===== src/shared/pdbc_consts.svh =====
`ifndef PDBC_CONSTS_SVH
`define PDBC_CONSTS_SVH
`define PDBC_NUM_GIO 4
`define PDBC_GIO_RESET_LEVEL 4'h0
`define PDBC_GIO_RESET_SEL 4'h0
`define PDBC_GIO_ALL_DRIVE 4'hf
`define PDBC_GIO_ALL_FLOAT 4'h0
`define PDBC_CLKSEL_PIXEL 1'h0
`define PDBC_CLKSEL_INTERNAL 1'h1
`endif


===== src/shared/pdbc_pkg.sv =====
package pdbc_pkg;
  typedef enum logic [2:0] {
    PDBC_ST_DOWN = 3'h1,
    PDBC_ST_RESET = 3'h2,
    PDBC_ST_RUN = 3'h4
  } pdbc_state_t;
  typedef struct packed {
    logic [3:0] out;
    logic [3:0] oe;
  } pdbc_gio_drive_t;
  typedef struct packed {
    logic [3:0] alt_sel;
    logic [3:0] gpio_level;
    logic [3:0] gpio_oe;
  } pdbc_gio_cfg_t;
  typedef struct packed {
    logic serial_audio_data_out;
    logic serial_word_clock;
    logic audio_data_lane_c;
    logic audio_data_lane_d;
  } pdbc_audio_t;
endpackage : pdbc_pkg


===== src/design/pdbc_top.sv =====
`timescale 1ns/1ps
`default_nettype none
`include "pdbc_consts.svh"
module pdbc_top import pdbc_pkg::*; (
  input wire logic mclk, // 25 MHz clock
  input wire logic rst, // sync reset, active high
  input wire logic power_down_n, // pin, low = power down
  input wire logic self_test_enable, // pin, self-test mode
  input wire logic shared_sel_int_pin, // clock select or interrupt input
  input wire pdbc_gio_cfg_t gio_cfg, // register-side pin config
  input wire pdbc_audio_t audio_in, // alternate function sources
  output logic device_enabled, // device out of power down and internal reset
  output logic logic_reset, // internal reset for other logic
  output logic pll_enable, // PLL running
  output logic self_test_active, // self-test mode
  output logic self_test_clock_select, // 0 pixel, 1 internal
  output logic interrupt_input, // interrupt level when not testing
  output pdbc_gio_drive_t gio_drive // general_io_0..3 out and enable
);
  pdbc_state_t state_reg;
  pdbc_state_t state_next;
  logic pdn_sync;
  logic ste_sync;
  logic shr_sync;
  logic [3:0] pin_out_next;
  logic [3:0] pin_oe_next;
  pdbc_audio_t alt;

  // pins arrive from the host side, so each one passes its own filter
  pdbc_sync3 u_sync_pdn (
    .mclk(mclk),
    .rst(rst),
    .async_in(power_down_n),
    .sync_out(pdn_sync)
  );
  pdbc_sync3 u_sync_ste (
    .mclk(mclk),
    .rst(rst),
    .async_in(self_test_enable),
    .sync_out(ste_sync)
  );
  pdbc_sync3 u_sync_shr (
    .mclk(mclk),
    .rst(rst),
    .async_in(shared_sel_int_pin),
    .sync_out(shr_sync)
  );

  // down -> one cycle of internal reset -> run; any low drops straight to down
  always_comb begin
    state_next = state_reg;
    case (state_reg)
      PDBC_ST_DOWN: begin
        if (pdn_sync) begin
          state_next = PDBC_ST_RESET;
        end
      end
      PDBC_ST_RESET: begin
        state_next = pdn_sync ? PDBC_ST_RUN : PDBC_ST_DOWN;
      end
      PDBC_ST_RUN: begin
        if (!pdn_sync) begin
          state_next = PDBC_ST_DOWN;
        end
      end
      default: begin
        state_next = PDBC_ST_DOWN;
      end
    endcase
  end

  always_ff @(posedge mclk) begin
    if (rst) begin
      state_reg <= PDBC_ST_DOWN;
    end else begin
      state_reg <= state_next;
    end
  end

  // outputs follow state_next so they change in the same cycle as the state
  always_ff @(posedge mclk) begin
    if (rst) begin
      device_enabled <= 1'h0;
      pll_enable <= 1'h0;
      logic_reset <= 1'h1;
    end else begin
      device_enabled <= (state_next == PDBC_ST_RUN);
      pll_enable <= (state_next != PDBC_ST_DOWN);
      logic_reset <= (state_next != PDBC_ST_RUN);
    end
  end

  // pin meaning decided by test mode; internal state cleared while not running
  always_ff @(posedge mclk) begin
    if (rst || state_next != PDBC_ST_RUN) begin
      self_test_active <= 1'h0;
      self_test_clock_select <= `PDBC_CLKSEL_PIXEL;
      interrupt_input <= 1'h0;
    end else begin
      self_test_active <= ste_sync;
      self_test_clock_select <= ste_sync ? shr_sync : `PDBC_CLKSEL_PIXEL;
      interrupt_input <= ste_sync ? 1'h0 : shr_sync;
    end
  end

  assign alt = audio_in;
  always_comb begin
    pin_out_next = gio_cfg.gpio_level;
    pin_oe_next = gio_cfg.gpio_oe;
    // alternates are outputs, so the pin is driven whenever selected while running
    if (gio_cfg.alt_sel[0]) begin
      pin_out_next[0] = alt.serial_audio_data_out;
      pin_oe_next[0] = 1'h1;
    end
    if (gio_cfg.alt_sel[1]) begin
      pin_out_next[1] = alt.serial_word_clock;
      pin_oe_next[1] = 1'h1;
    end
    if (gio_cfg.alt_sel[2]) begin
      pin_out_next[2] = alt.audio_data_lane_c;
      pin_oe_next[2] = 1'h1;
    end
    if (gio_cfg.alt_sel[3]) begin
      pin_out_next[3] = alt.audio_data_lane_d;
      pin_oe_next[3] = 1'h1;
    end
  end

  // the reset cycle drives low before register values take over the pins
  always_ff @(posedge mclk) begin
    if (rst || state_next == PDBC_ST_DOWN) begin
      gio_drive.out <= `PDBC_GIO_RESET_LEVEL;
      gio_drive.oe <= `PDBC_GIO_ALL_FLOAT;
    end else if (state_next == PDBC_ST_RESET) begin
      gio_drive.out <= `PDBC_GIO_RESET_LEVEL;
      gio_drive.oe <= `PDBC_GIO_ALL_DRIVE;
    end else begin
      gio_drive.out <= pin_out_next;
      gio_drive.oe <= pin_oe_next;
    end
  end
endmodule : pdbc_top
`default_nettype wire


===== src/design/pdbc_sync3.sv =====
`timescale 1ns/1ps
`default_nettype none
module pdbc_sync3 (
  input wire logic mclk, // clock
  input wire logic rst, // sync reset
  input wire logic async_in, // pin level
  output logic sync_out // filtered level
);
  logic s1_reg;
  logic s2_reg;
  logic s3_reg;
  always_ff @(posedge mclk) begin
    if (rst) begin
      s1_reg <= 1'h0;
      s2_reg <= 1'h0;
      s3_reg <= 1'h0;
    end else begin
      s1_reg <= async_in;
      s2_reg <= s1_reg;
      s3_reg <= s2_reg;
    end
  end
  // change counted only once stages two and three agree
  always_ff @(posedge mclk) begin
    if (rst) begin
      sync_out <= 1'h0;
    end else if (s2_reg == s3_reg) begin
      sync_out <= s3_reg;
    end
  end
endmodule : pdbc_sync3
`default_nettype wire


===== config.mk =====
export PLATFORM = sky130hd
export DESIGN_NAME = pdbc_top
export DESIGN_NICKNAME = d
export VERILOG_FILES = /design/src/shared/pdbc_pkg.sv /design/src/design/pdbc_top.sv /design/src/design/pdbc_sync3.sv
export VERILOG_INCLUDE_DIRS = /design/src /design/src/shared
export SDC_FILE = /design/constraint.sdc
export NUM_CORES = 1
export LEC_CHECK = 0
export BUFFER_PORTS_ARGS = -buffer_cell sky130_fd_sc_hd__buf_2
export CAP_MARGIN = 20
export CORE_MARGIN = 2
export CORE_UTILIZATION = 45
export CTS_CLUSTER_DIAMETER = 150
export DETAILED_ROUTE_END_ITERATION = 8
export PLACE_DENSITY = 0.77
export SYNTH_ARGS = -nofsm -noshare
export SYNTH_HDL_FRONTEND = slang
export SYNTH_SLANG_ARGS = --single-unit

===== constraint.sdc =====
create_clock -name mclk -period 1.4 [get_ports mclk]
set_input_delay 0.14 -clock mclk [delete_from_list [all_inputs] [get_ports mclk]]
set_output_delay 0.14 -clock mclk [all_outputs]
set_load 0.1 [all_outputs]

**After elaboration in Yosys (flattened, before gate mapping)**

Cells that the tools add are included.

- Bits in latches: 0
- Memory bits (read-only): 0
- Memory bits (writable): 0
- Input bits: 21
- Register bits: 29
- Memories kept: 0
- Word-level logic and storage cells: 51

- Multiply operators: 0
- Eq/ne operators: 11
- Div/mod/pow operators: 0
- Add/subtract/negate cells: 0
- Shift operators: 0
- Muxes and demuxes: 13
- $lt $le $gt $ge: 0
- Reduce and logical (&&, ||, !) cells: 5
- Bitwise logic cells: 1

Operators with widths:

| cell | number |
|---|---|
| $mux 3 | 3 |
| $pmux 3 s3 | 1 |
| $mux 1 | 8 |
| $eq 3x1->1 const B | 2 |
| $eq 3x2->1 const B | 2 |
| $eq 3x3->1 const B | 2 |
| $reduce_or 2->1 | 3 |
| $mux 4 | 1 |
| $eq 1x1->1 | 3 |
| $ne 3x1->1 const B | 1 |
| $ne 3x3->1 const B | 1 |
| $logic_or 1x1->1 | 2 |
| $not 1->1 | 1 |

**Depth between registers and ports, before layout**

Gate-level depths: netlist of run 1.

- Depth in word-level cells: 5
- Depth in mapped cells: 5
- Gate-level depth less buffers: 4

**By module**

Synthesis of run 1 repeated with hierarchy kept, for this count alone.

- Cells, all modules: 80
- Area, all modules: 877.1 µm²

Modules (own cells, without submodules):

| module | instances | area each (µm²) | cells each | seq. area each (µm²) |
|---|---|---|---|---|
| pdbc_top | 1 | 539.3 | 50 | 340.3 |
| pdbc_sync3 | 3 | 112.6 | 10 | 80.1 |

**Worst setup path before layout of run 1**

OpenSTA, ideal clock, no wires.

- Kind: reg2reg
- Start point: register u_sync_pdn.sync_out
- End point: register self_test_clock_select
- Cell stages (with the launch flop): 6
- Data required time: 1341 ps
- Period minus slack after synthesis: 1119 ps
- Slack: 281 ps
- Library setup time: 59 ps
- Buffers on the path: 1
- Arrival: 1060 ps
- Cells stage by stage: dfxtp_1 -> nand2b_1 -> or3_1 -> buf_6 -> clkinv_2 -> and3_1

- Cells in the longest elaborated chain, start to end: 5

Ends and longest elaborated chain:

| what | line | source |
|---|---|---|
| start, declared | pdbc_sync3.sv:7 | `output logic sync_out` |
| start signal, assigned | pdbc_sync3.sv:28 | `sync_out <= s3_reg;` |
| $mux 3, on equally long branches | pdbc_top.sv:62, pdbc_top.sv:54, pdbc_top.sv:59 |  |
| $pmux 3 s3 * | pdbc_top.sv:52 | `case (state_reg)` |
| $ne 3x3->1 * | pdbc_top.sv:95 | `if (rst \|\| state_next != PDBC_ST_RUN) begin` |
| $logic_or 1x1->1 * | pdbc_top.sv:95 |  |
| $reduce_or 2->1 (no source line) * | - |  |
| end signal, assigned | pdbc_top.sv:97 | `` self_test_clock_select <= `PDBC_CLKSEL_PIXEL; `` |
| end signal, assigned | pdbc_top.sv:101 | `` self_test_clock_select <= ste_sync ? shr_sync : `PDBC_CLKSEL_PIXEL; `` |
| end, declared | pdbc_top.sv:16 | `output logic self_test_clock_select,` |

Mark *: on every way between the ends. The rest lies on a longest branch, timed or not.
A chain may end at the register's enable or synchronous reset.

**Final worst setup path of run 1**

Ends and elaborated chain as after synthesis.

==> metrics.txt, run 1 <==
antenna violations before repair 0; Avg Synthesized Cell Area 10.9 sq um; Critical Path AT 1490 ps; post-synthesis instance total a little over 80; Fillers 159; Skew-Pair Late Insertion Delay around 300 ps; PostCTS Resize Cnt 0; final hold slack ~50 ps; Ports 35; Yosys top cell area share 65.9%; die span in y slightly below 50 um; share of post-route cells with drive strength above 1 between 30% and 40%; highest metal used met4; area leader, netlist dfxtp_1; met2 WL post-DR about 680 um; area delta synth->final 32.0%; Via-to-Cell Ratio ~4.4; ranking of synthesized cells by area dfxtp_1 66%, nor2b_1 6.4%, mux2i_1 4.5%; mux cell area share after synthesis around 4.5%; gr usage total around 13%; Yosys cell types 20; measured slew at the worst slew-check pin around 480 ps; first-pass GRT wire length approximately 1900 um; Warnings, synthesis 0; critical path launch point type flip-flop; global route total overflow 0; total die area about 0.0023 sq mm; xor/xnor cell area share of the yosys netlist between 1.5 and 2%; clock skew about 7.3 ps; maximum VDD drop roughly 0.86 mV; crit path time final approximately 1200 ps; Initial Util 46.3%; Core Box Area approximately 0.0019 sq mm; post-synthesis sequential area ratio between 60 and 70%; vias in the first global route between 500 and 600; I/O Buffers 34; DRT iter0 DRCs 3; CP Capture Type flip-flop; H-tree levels 2; CTS tree built; post-cts hold buffer count 0; gp weighted congestion roughly 0.67; Pwr per Cell Area 1360 mW/mm^2; HP Class input pin to flip-flop; n_diodes 0; Fin Setup TNS 0 ps; fin. max-slew vios 0; leakage around 0.56 nW; clock sinks 29; Max FO, Critical Path 8; Final Hold Vio Count 0; ANT nets after route 0; M1 WL about 590 um; Final nets approximately 140; Syn Nets roughly 100; run status finished, final reports clean; largest family of logic cells by synthesized area simple AND/OR/NAND/NOR gates; Fmax around 810 MHz; row count 16; max-cap viol count 0; Total Power around 1.6 mW; Remaining DRCs 0; Post-Synth Adder-Cell Area 0%; Simple-Gate Fraction of Synth Area between 10% and 20%; final wirelength between 1000 and 1500 um; max reg flops 8; clk slew on worst S/H paths 90 ps; Synth Register Bits 29; fin crit share between 80% and 90%; wire length on met3 between 100 and 150 um; CTS buffer count 5; CTS max path bufs 2; largest net degree at the start of global routing 12; DR vias 662; post-DR wirelength/cell 9.52 um; critical path class flip-flop to flip-flop; Post CTS Setup Buffer Count 0; post-synthesis compound-gate area fraction slightly above 7%; Die X 48.2 um; RSZ-0062 raised after global routing false; Core Util, Final ~61%; relative slew slack about two thirds; Netlist Area Pre-Place between 800 and 900 sq um; CP Data Required Time roughly 1700 ps; Final setup viols 0; first-pass iteration count of the detailed router 3; Root Buffer clkbuf_4
-- metal layers --
metal	GRT usage, %	vias up
met5	0	-
met4	8.11	0
met3	6.67	2
met2	21.6	31
met1	11.8	288
li1	-	341
-- cell usage in the layout, fill, tap and decap left out, types with 3 or more instances in the layout --
| cell type | netlist | routed |
|---|---|---|
| o21ai_0 | 4 | 4 |
| nand2_1 | 3 | 3 |
| nor2b_1 | 9 | 9 |
| clkbuf_4 | 0 | 5 |
| mux2i_1 | 4 | 4 |
| a21oi_1 | 7 | 7 |
| buf_2 | 0 | 34 |
| inv_1 | 3 | 3 |
| dfxtp_1 | 29 | 29 |
| nor2_1 | 10 | 10 |
-- kinds of logic after synthesis --
logic type | count (synthesis)
flops | 29
simple gates | 28
compound gates | 12
buf+inv | 6
mux | 4
xor+xnor | 2
-- layout make-up --
| class | count | area (sq um) | share of cell area [%] |
|---|---|---|---|
| Clock buffer | 7 | 55.1 | 4.74 |
| Clock inverter | 1 | 30.0 | 2.58 |
| Inverter | 4 | 16.3 | 1.40 |
| Multi-Input combinational cell | 46 | 269 | 23.1 |
| Sequential cell | 29 | 581 | 49.9 |
| Tap cell | 27 | 33.8 | 2.91 |
| Timing Repair Buffer | 35 | 178 | 15.3 |
-- critical path: stages, from the launching register on --
cell,delay [ps]
dfxtp_1,400
nand2b_1,70
or3_1,480
clkinv_2,90
and3_1,150
-- per-stage QoR --
stage | cells | worst slack (ps) | instance area, sq um
final | 149 | 165 | 1160
after detailed placement | 141 | 159 | 1080
after CTS | 149 | 156 | 1160
after global placement | 141 | 187 | 1080
after global routing | 149 | 67.1 | 1160
after floorplan | 81 | 281 | 881
-- synth_stat cells, drive strengths merged --
library cell / count
and3: 1
o2111ai: 1
and2: 1
o21ai: 4
clkbuf: 1
inv: 3
nor2b: 9
nor2: 10
buf: 1
xnor2: 1
dfxtp: 29
nand3: 1
nand2: 3
xor2: 1
nand2b: 1
nor3b: 1
or3: 1
mux2i: 4
clkinv: 1
a21oi: 7
-- power breakdown --
part	internal, mW	switching (mW)	leakage (nW)	total, mW
combinational	0.0347	0.0260	0.280	0.0607
sequential	0.835	0.00373	0.235	0.839
clock	0.426	0.256	0.0455	0.682
total	1.30	0.286	0.560	1.58
-- worst paths after layout --
check                                                 startpoint                                end  slack, ps  depth (start not counted)
worst max-delay path            u_sync_pdn.sync_out$_SDFFE_PP0N_  self_test_clock_select$_SDFF_PP0_        170                          4
worst min-delay path                          shared_sel_int_pin       u_sync_shr.s1_reg$_SDFF_PP0_         50                          2
worst max register to register  u_sync_pdn.sync_out$_SDFFE_PP0N_  self_test_clock_select$_SDFF_PP0_        170                          4
worst min register to register      u_sync_shr.s1_reg$_SDFF_PP0_       u_sync_shr.s2_reg$_SDFF_PP0_        450                          1
(Power assumes the default switching activity.)
==> inputs of run 2 (changes only) <==
- CORE_UTILIZATION: 45 -> 41
- PLACE_DENSITY: 0.77 -> 0.74
- clock period: 1.4 -> 1.1 ns (I/O delays scaled with it)
==> run 2 against run 1 <==
Net effect:
- via count increased by 2.0%
- maximum frequency increased by 11%
- the flow now finishes with violations (setup timing)
- critical path type unchanged
- clock skew decreased by 5.0 ps
- non-clock buffer count increased by 4
- die area increased by 8.9%
- power increased by 11%
- register-to-register slack got worse by 180 ps
- sequential share of layout area decreased by 7.8 points
- clock power decreased by 11%
==> metrics.txt, run 2 (same netlist as run 1, synthesis figures left out) <==
area delta synth->final 57.2%; maximum VDD drop 1.09 mV (+26%); slack of the critical path -12.5 ps (-178 ps); max incr delay on CP 380 ps (-100 ps); DRT iter0 DRCs 4 (+1); row count 16 (unchanged); Skew-Pair Late Insertion Delay 300 ps (about the same); RSZ-0062 raised after global routing true; Critical Path AT 1360 ps (-130 ps); ANT nets after route 0 (unchanged); Final setup viols 1 (+1); highest metal used met4; H-tree levels 2 (unchanged); met2 WL post-DR 868 um (+29%); Worst Path Buf+Inv 1 (unchanged); Via-to-Cell Ratio 4.44 (about the same); final wirelength 1640 um (+16%); measured slew at the worst slew-check pin 224 ps (-260 ps); antenna violations before repair 0 (unchanged); DR vias 675 (+2.0%); dpl hpwl roughly 1300 um; n_diodes 0 (unchanged); CTS tree built; delay-heaviest family, CP simple AND/OR/NAND/NOR gates; Fin Setup TNS -12.5 ps (-12.5 ps); fin. max-slew vios 0 (unchanged); critical path class flip-flop to flip-flop; Fillers 154 (-3.1%); Max FO, Critical Path 8 (unchanged); crit path max-delay cell type or3_4; max reg flops 8 (unchanged); Gate power share 4.5% (+0.7 points); Fmax 899 MHz (+11%); global route total overflow 0 (unchanged); Ports 35 (unchanged); Core Box Area 0.00200 sq mm (+5.3%); CP Data Required Time 1350 ps (-310 ps); Final nets 146 (+2.8%); max-cap viol count 0 (unchanged); leakage 0.609 nW (+8.6%); largest net degree at the start of global routing 15 (+3); Switching Share 19.5% (+1.5 points); Pwr per Cell Area 1260 mW/mm^2 (-7.1%); Place WS -90.9 ps (-249 ps); die span in y 50.4 um (+4.4%); Min-Delay Path Depth 2 (unchanged); post-DR wirelength/cell 10.8 um (+13%); Root Buffer clkbuf_4; worst-path cell chain xnor2_1 -> or3_4 -> clkinv_2 -> and3_1; vias in the first global route 644 (+25%); most frequent cells in the layout 26 x dfxtp_1, 20 x buf_2, 14 x buf_12; run status complete, but fails checks; Final Hold Vio Count 0 (unchanged); first-pass iteration count of the detailed router 2 (-1); Initial Util 44.0% (-2.3 points); relative slew slack 85.0% (+17 points); I/O Buffers 34 (unchanged); M1 WL 596 um (+0.85%); Worst R2R Path Depth 4 (unchanged); failing checks setup timing; Flop pwr share 61.0% (+8.0 points); clk slew on worst S/H paths 80 ps (about the same); Core Util, Final 69.2% (+8.1 points); net switching power 0.342 mW (+20%); CTS max path bufs 2 (unchanged); FF-to-FF setup slack -10 ps (-180 ps); wire length on met3 153 um (+6.3%); CP Capture Type flip-flop; first-pass GRT wire length 2560 um (+34%); crit path time final 1110 ps (-122 ps); critical path launch point type flip-flop; final hold slack 20.9 ps (-29.1 ps); share of post-route cells with drive strength above 1 41.6% (+5.5 points); total die area 0.00254 sq mm (+8.9%); HP Class input pin to flip-flop; clock skew 2.27 ps (-5.04 ps); commonest non-fill, non-tap cell in the layout dfxtp_1; gr usage total 14.2% (+1.5 points); fin crit share 101% (+13 points); Worst path depth 4 (unchanged); Pint 1.41 mW (+8.7%); Clock power frac 34.5% (-8.6 points); clock sinks 29 (unchanged); Total Power 1.75 mW (+11%); Die X 50.4 um (+4.4%); CTS buffer count 5 (unchanged); Remaining DRCs 0 (unchanged); gp weighted congestion 0.708 (+5.4%)
-- run 2: changes by cell type in the layout (fill, tap and decap cells not counted), moves of 3 or more --
cell	change
buf_12	+14
buf_2	-14
buf_4	+4
dfxtp_1	-3
dfxtp_2	+3
-- run 2: power by group through the flow --
stage / logic [mW] / registers, mW / clock network [mW]
after floorplan: 0.0282 / 1.09 / 0
after global placement: 0.0759 / 1.09 / 0
after detailed placement: 0.0800 / 1.09 / 0
after CTS: 0.0804 / 1.07 / 0.634
after global routing: 0.0878 / 1.07 / 0.680
final: 0.0789 / 1.07 / 0.605
-- run 2: what timing repair did --
item / 4_1_cts / 5_1_grt
buffers inserted: 0 / 0
gates resized for setup: 1 / 2
hold endpoints to repair: 0 / 0
hold buffers: 0 / 0
setup endpoints to repair: 7 / 4
pin swaps: 0 / 1
-- run 2: path summary, 6_finish.rpt --
check	end	from
max	self_test_clock_select$_SDFF_PP0_	state_reg[1]$_SDFF_PP0_
min	u_sync_shr.s1_reg$_SDFF_PP0_	shared_sel_int_pin
max reg2reg	self_test_clock_select$_SDFF_PP0_	state_reg[1]$_SDFF_PP0_
min reg2reg	u_sync_ste.s2_reg$_SDFF_PP0_	u_sync_ste.s1_reg$_SDFF_PP0_
-- run 2: cell type report --
class / instances / area (sq um) / share of cell area, %
timing repair buffer: 39 / 418 / 30.2
tap: 27 / 33.8 / 2.44
multi-input combinational: 46 / 278 / 20.1
clock buffer: 7 / 55.1 / 3.97
sequential: 29 / 584 / 42.2
inverter: 4 / 16.3 / 1.17
-- run 2: metrics by stage --
| stage | instances | cell area, sq um |
|---|---|---|
| after CTS | 152 | 1380 |
| after global placement | 145 | 1320 |
| after detailed placement | 145 | 1320 |
| after global routing | 152 | 1390 |
| final | 152 | 1390 |
| after floorplan | 81 | 883 |
-- run 2: routing by layer --
| layer | vias up | track usage [%] |
|---|---|---|
| met2 | 32 | 27.4 |
| li1 | 351 | - |
| met1 | 287 | 12.2 |
| met4 | 0 | 8.11 |
| met3 | 5 | 5.36 |
| met5 | - | 0 |
==> inputs of run 3 (changes only) <==
- CORE_ASPECT_RATIO: not set -> 0.7
- CORE_UTILIZATION: 41 -> 45
- PLACE_DENSITY: 0.74 -> 0.77
- SETUP_SLACK_MARGIN: not set -> 0.1
- clock period: 1.1 -> 1.05 ns (I/O delays scaled with it)
==> run 3 against run 2 <==
Net effect:
- the flow still finishes with violations (setup timing)
- clock-buffer cell count is the same
- maximum frequency is 2.3% lower
- setup slack lost 76 ps
- worst hold slack gained 31 ps
- register-to-register slack worse by 80 ps
- sequential power rose by 5%
- die area down 8.0%
- critical endpoint is now gio_drive[1]$_SDFF_PP0_
- largest cell class unchanged
- largest power group unchanged
==> metrics.txt, run 3 (same netlist as run 1, synthesis figures left out) <==
final wirelength 1930 um (+18%); critical path class flip-flop to flip-flop; Root Buffer clkbuf_4; gr usage total 18.1% (+3.8 points); HP Class input pin to flip-flop; run status complete, but fails checks; max reg flops 8 (unchanged); Flop pwr share 60.2% (-0.8 points); crit path time final 1140 ps (+26.1 ps); ANT nets after route 0 (unchanged); DRT iter0 DRCs 12 (+8); gp weighted congestion 0.669 (-5.4%); leakage 0.636 nW (+4.5%); CTS tree built; Fmax 878 MHz (-2.3%); max-cap viol count 0 (unchanged); RSZ-0062 raised after global routing true; most frequent cells in the layout 20 x buf_2, 18 x dfxtp_2, 14 x buf_12; Critical Path AT 1340 ps (-20 ps); CP Capture Type flip-flop; CTS buffer count 5 (unchanged); fin. max-slew vios 0 (unchanged); H-tree levels 2 (unchanged); Skew-Pair Late Insertion Delay 310 ps (about the same); Clock power frac 34.5% (about the same); critical path launch point type flip-flop; Pwr per Cell Area 1250 mW/mm^2 (-1.5%); CTS max path bufs 2 (unchanged); Switching Share 20.1% (+0.56 points); CP Launch Point state_reg[1]$_SDFF_PP0_; dpl hpwl 1480 um (+13%); clk slew on worst S/H paths 80 ps (about the same); area delta synth->final 69.3%; maximum VDD drop 1.20 mV (+10%); reg2reg start state_reg[1]$_SDFF_PP0_; total die area 0.00233 sq mm (-8.0%); Remaining DRCs 0 (unchanged); Via-to-Cell Ratio 4.60 (+3.5%); fin crit share 108% (+7.3 points); vias in the first global route 688 (+6.8%); Gate power share 5.3% (+0.8 points); share of post-route cells with drive strength above 1 61.2% (+20 points); post-DR wirelength/cell 12.8 um (+18%); CP Data Required Time 1250 ps (-100 ps); Post CTS Setup Buffer Count 0 (unchanged); global route total overflow 0 (unchanged); relative slew slack 84.8% (-0.23 points); clock sinks 29 (unchanged); n_diodes 0 (unchanged); die span in y 41.0 um (-19%); failing checks setup timing; Core Box Area 0.00185 sq mm (-7.4%); slack of the critical path -88.6 ps (-76.1 ps); first-pass GRT wire length 2900 um (+13%); DR vias 694 (+2.8%); final hold slack 51.5 ps (+30.6 ps); Place WS -153 ps (-62.0 ps); Pint 1.48 mW (+5.3%); Initial Util 47.5% (+3.5 points); Final nets 150 (+2.7%); Final setup viols 9 (+8); clock skew 6.09 ps (+3.82 ps); Max FO, Critical Path 4 (-4); largest net degree at the start of global routing 15 (unchanged); row count 13 (-3); first-pass iteration count of the detailed router 4 (+2); antenna violations before repair 0 (unchanged); commonest non-fill, non-tap cell in the layout buf_2; Final Hold Vio Count 0 (unchanged); measured slew at the worst slew-check pin 222 ps (-2.33 ps); critical hold path startpoint gio_cfg[5]; Ports 35 (unchanged); net switching power 0.373 mW (+9.1%); Die X 56.9 um (+13%); I/O Buffers 34 (unchanged)
-- run 3: cell types whose count changed in the layout (fill, tap and decap cells not counted), sizes merged --
cell / delta
buf: +1
dlygate4sd3: +3
-- run 3: final timing paths --
check | endpoint | slack [ps] | cells after the start
worst min-delay path | gio_drive[5]$_SDFF_PP0_ | 50 | 3
worst max register to register | gio_drive[1]$_SDFF_PP0_ | -90 | 5
worst min register to register | u_sync_pdn.s2_reg$_SDFF_PP0_ | 450 | 1
worst max-delay path | gio_drive[1]$_SDFF_PP0_ | -90 | 5
-- run 3: stage by stage --
stage / util, % / cell area (sq um) / total power, mW / instances / setup TNS, ps
2_1_floorplan: - / 903 / 1.17 / 81 / -127
3_3_place_gp: 72.3 / 1340 / 1.22 / 141 / -665
3_5_place_dp: 72.3 / 1340 / 1.23 / 141 / -1310
4_1_cts: 77.6 / 1440 / 1.88 / 151 / -897
5_1_grt: 80.4 / 1490 / 1.93 / 151 / -1230
6_report: 80.4 / 1490 / 1.86 / 151 / -624
-- run 3: power groups by stage --
stage,clock (mW),sequential (mW),combinational [mW]
2_1_floorplan,0,1.15,0.0294
3_3_place_gp,0,1.14,0.0805
3_5_place_dp,0,1.14,0.0864
4_1_cts,0.663,1.12,0.0957
5_1_grt,0.700,1.12,0.108
6_report,0.640,1.12,0.0993
-- run 3: worst max-delay path, stage by stage (launching register included) --
cell,delay (ps)
dfxtp_2,340
buf_6,120
xor2_2,140
o2111ai_2,240
buf_6,160
a21oi_2,40
-- run 3: routing by layer --
layer	vias up	global-route usage [%]	routed length, um
met2	38	34.2	930
met5	-	0	0
met4	0	11.6	48
met1	298	17.6	748
met3	4	6.94	200
li1	354	-	-
-- run 3: repair_timing --
item / 4_1_cts / 5_1_grt
setup endpoints to repair: 19 / 26
pin swaps: 1 / 3
gates resized for setup: 6 / 14
hold buffers: 3 / 0
hold endpoints to repair: 3 / 0
-- run 3: layout make-up --
type / count / area [sq um]
Sequential cell: 29 / 603
Timing Repair Buffer: 43 / 463
Inverter: 4 / 20.0
Multi-Input combinational cell: 46 / 323
Clock buffer: 7 / 55.1
Fill cell: 109 / 363
Tap cell: 22 / 27.5
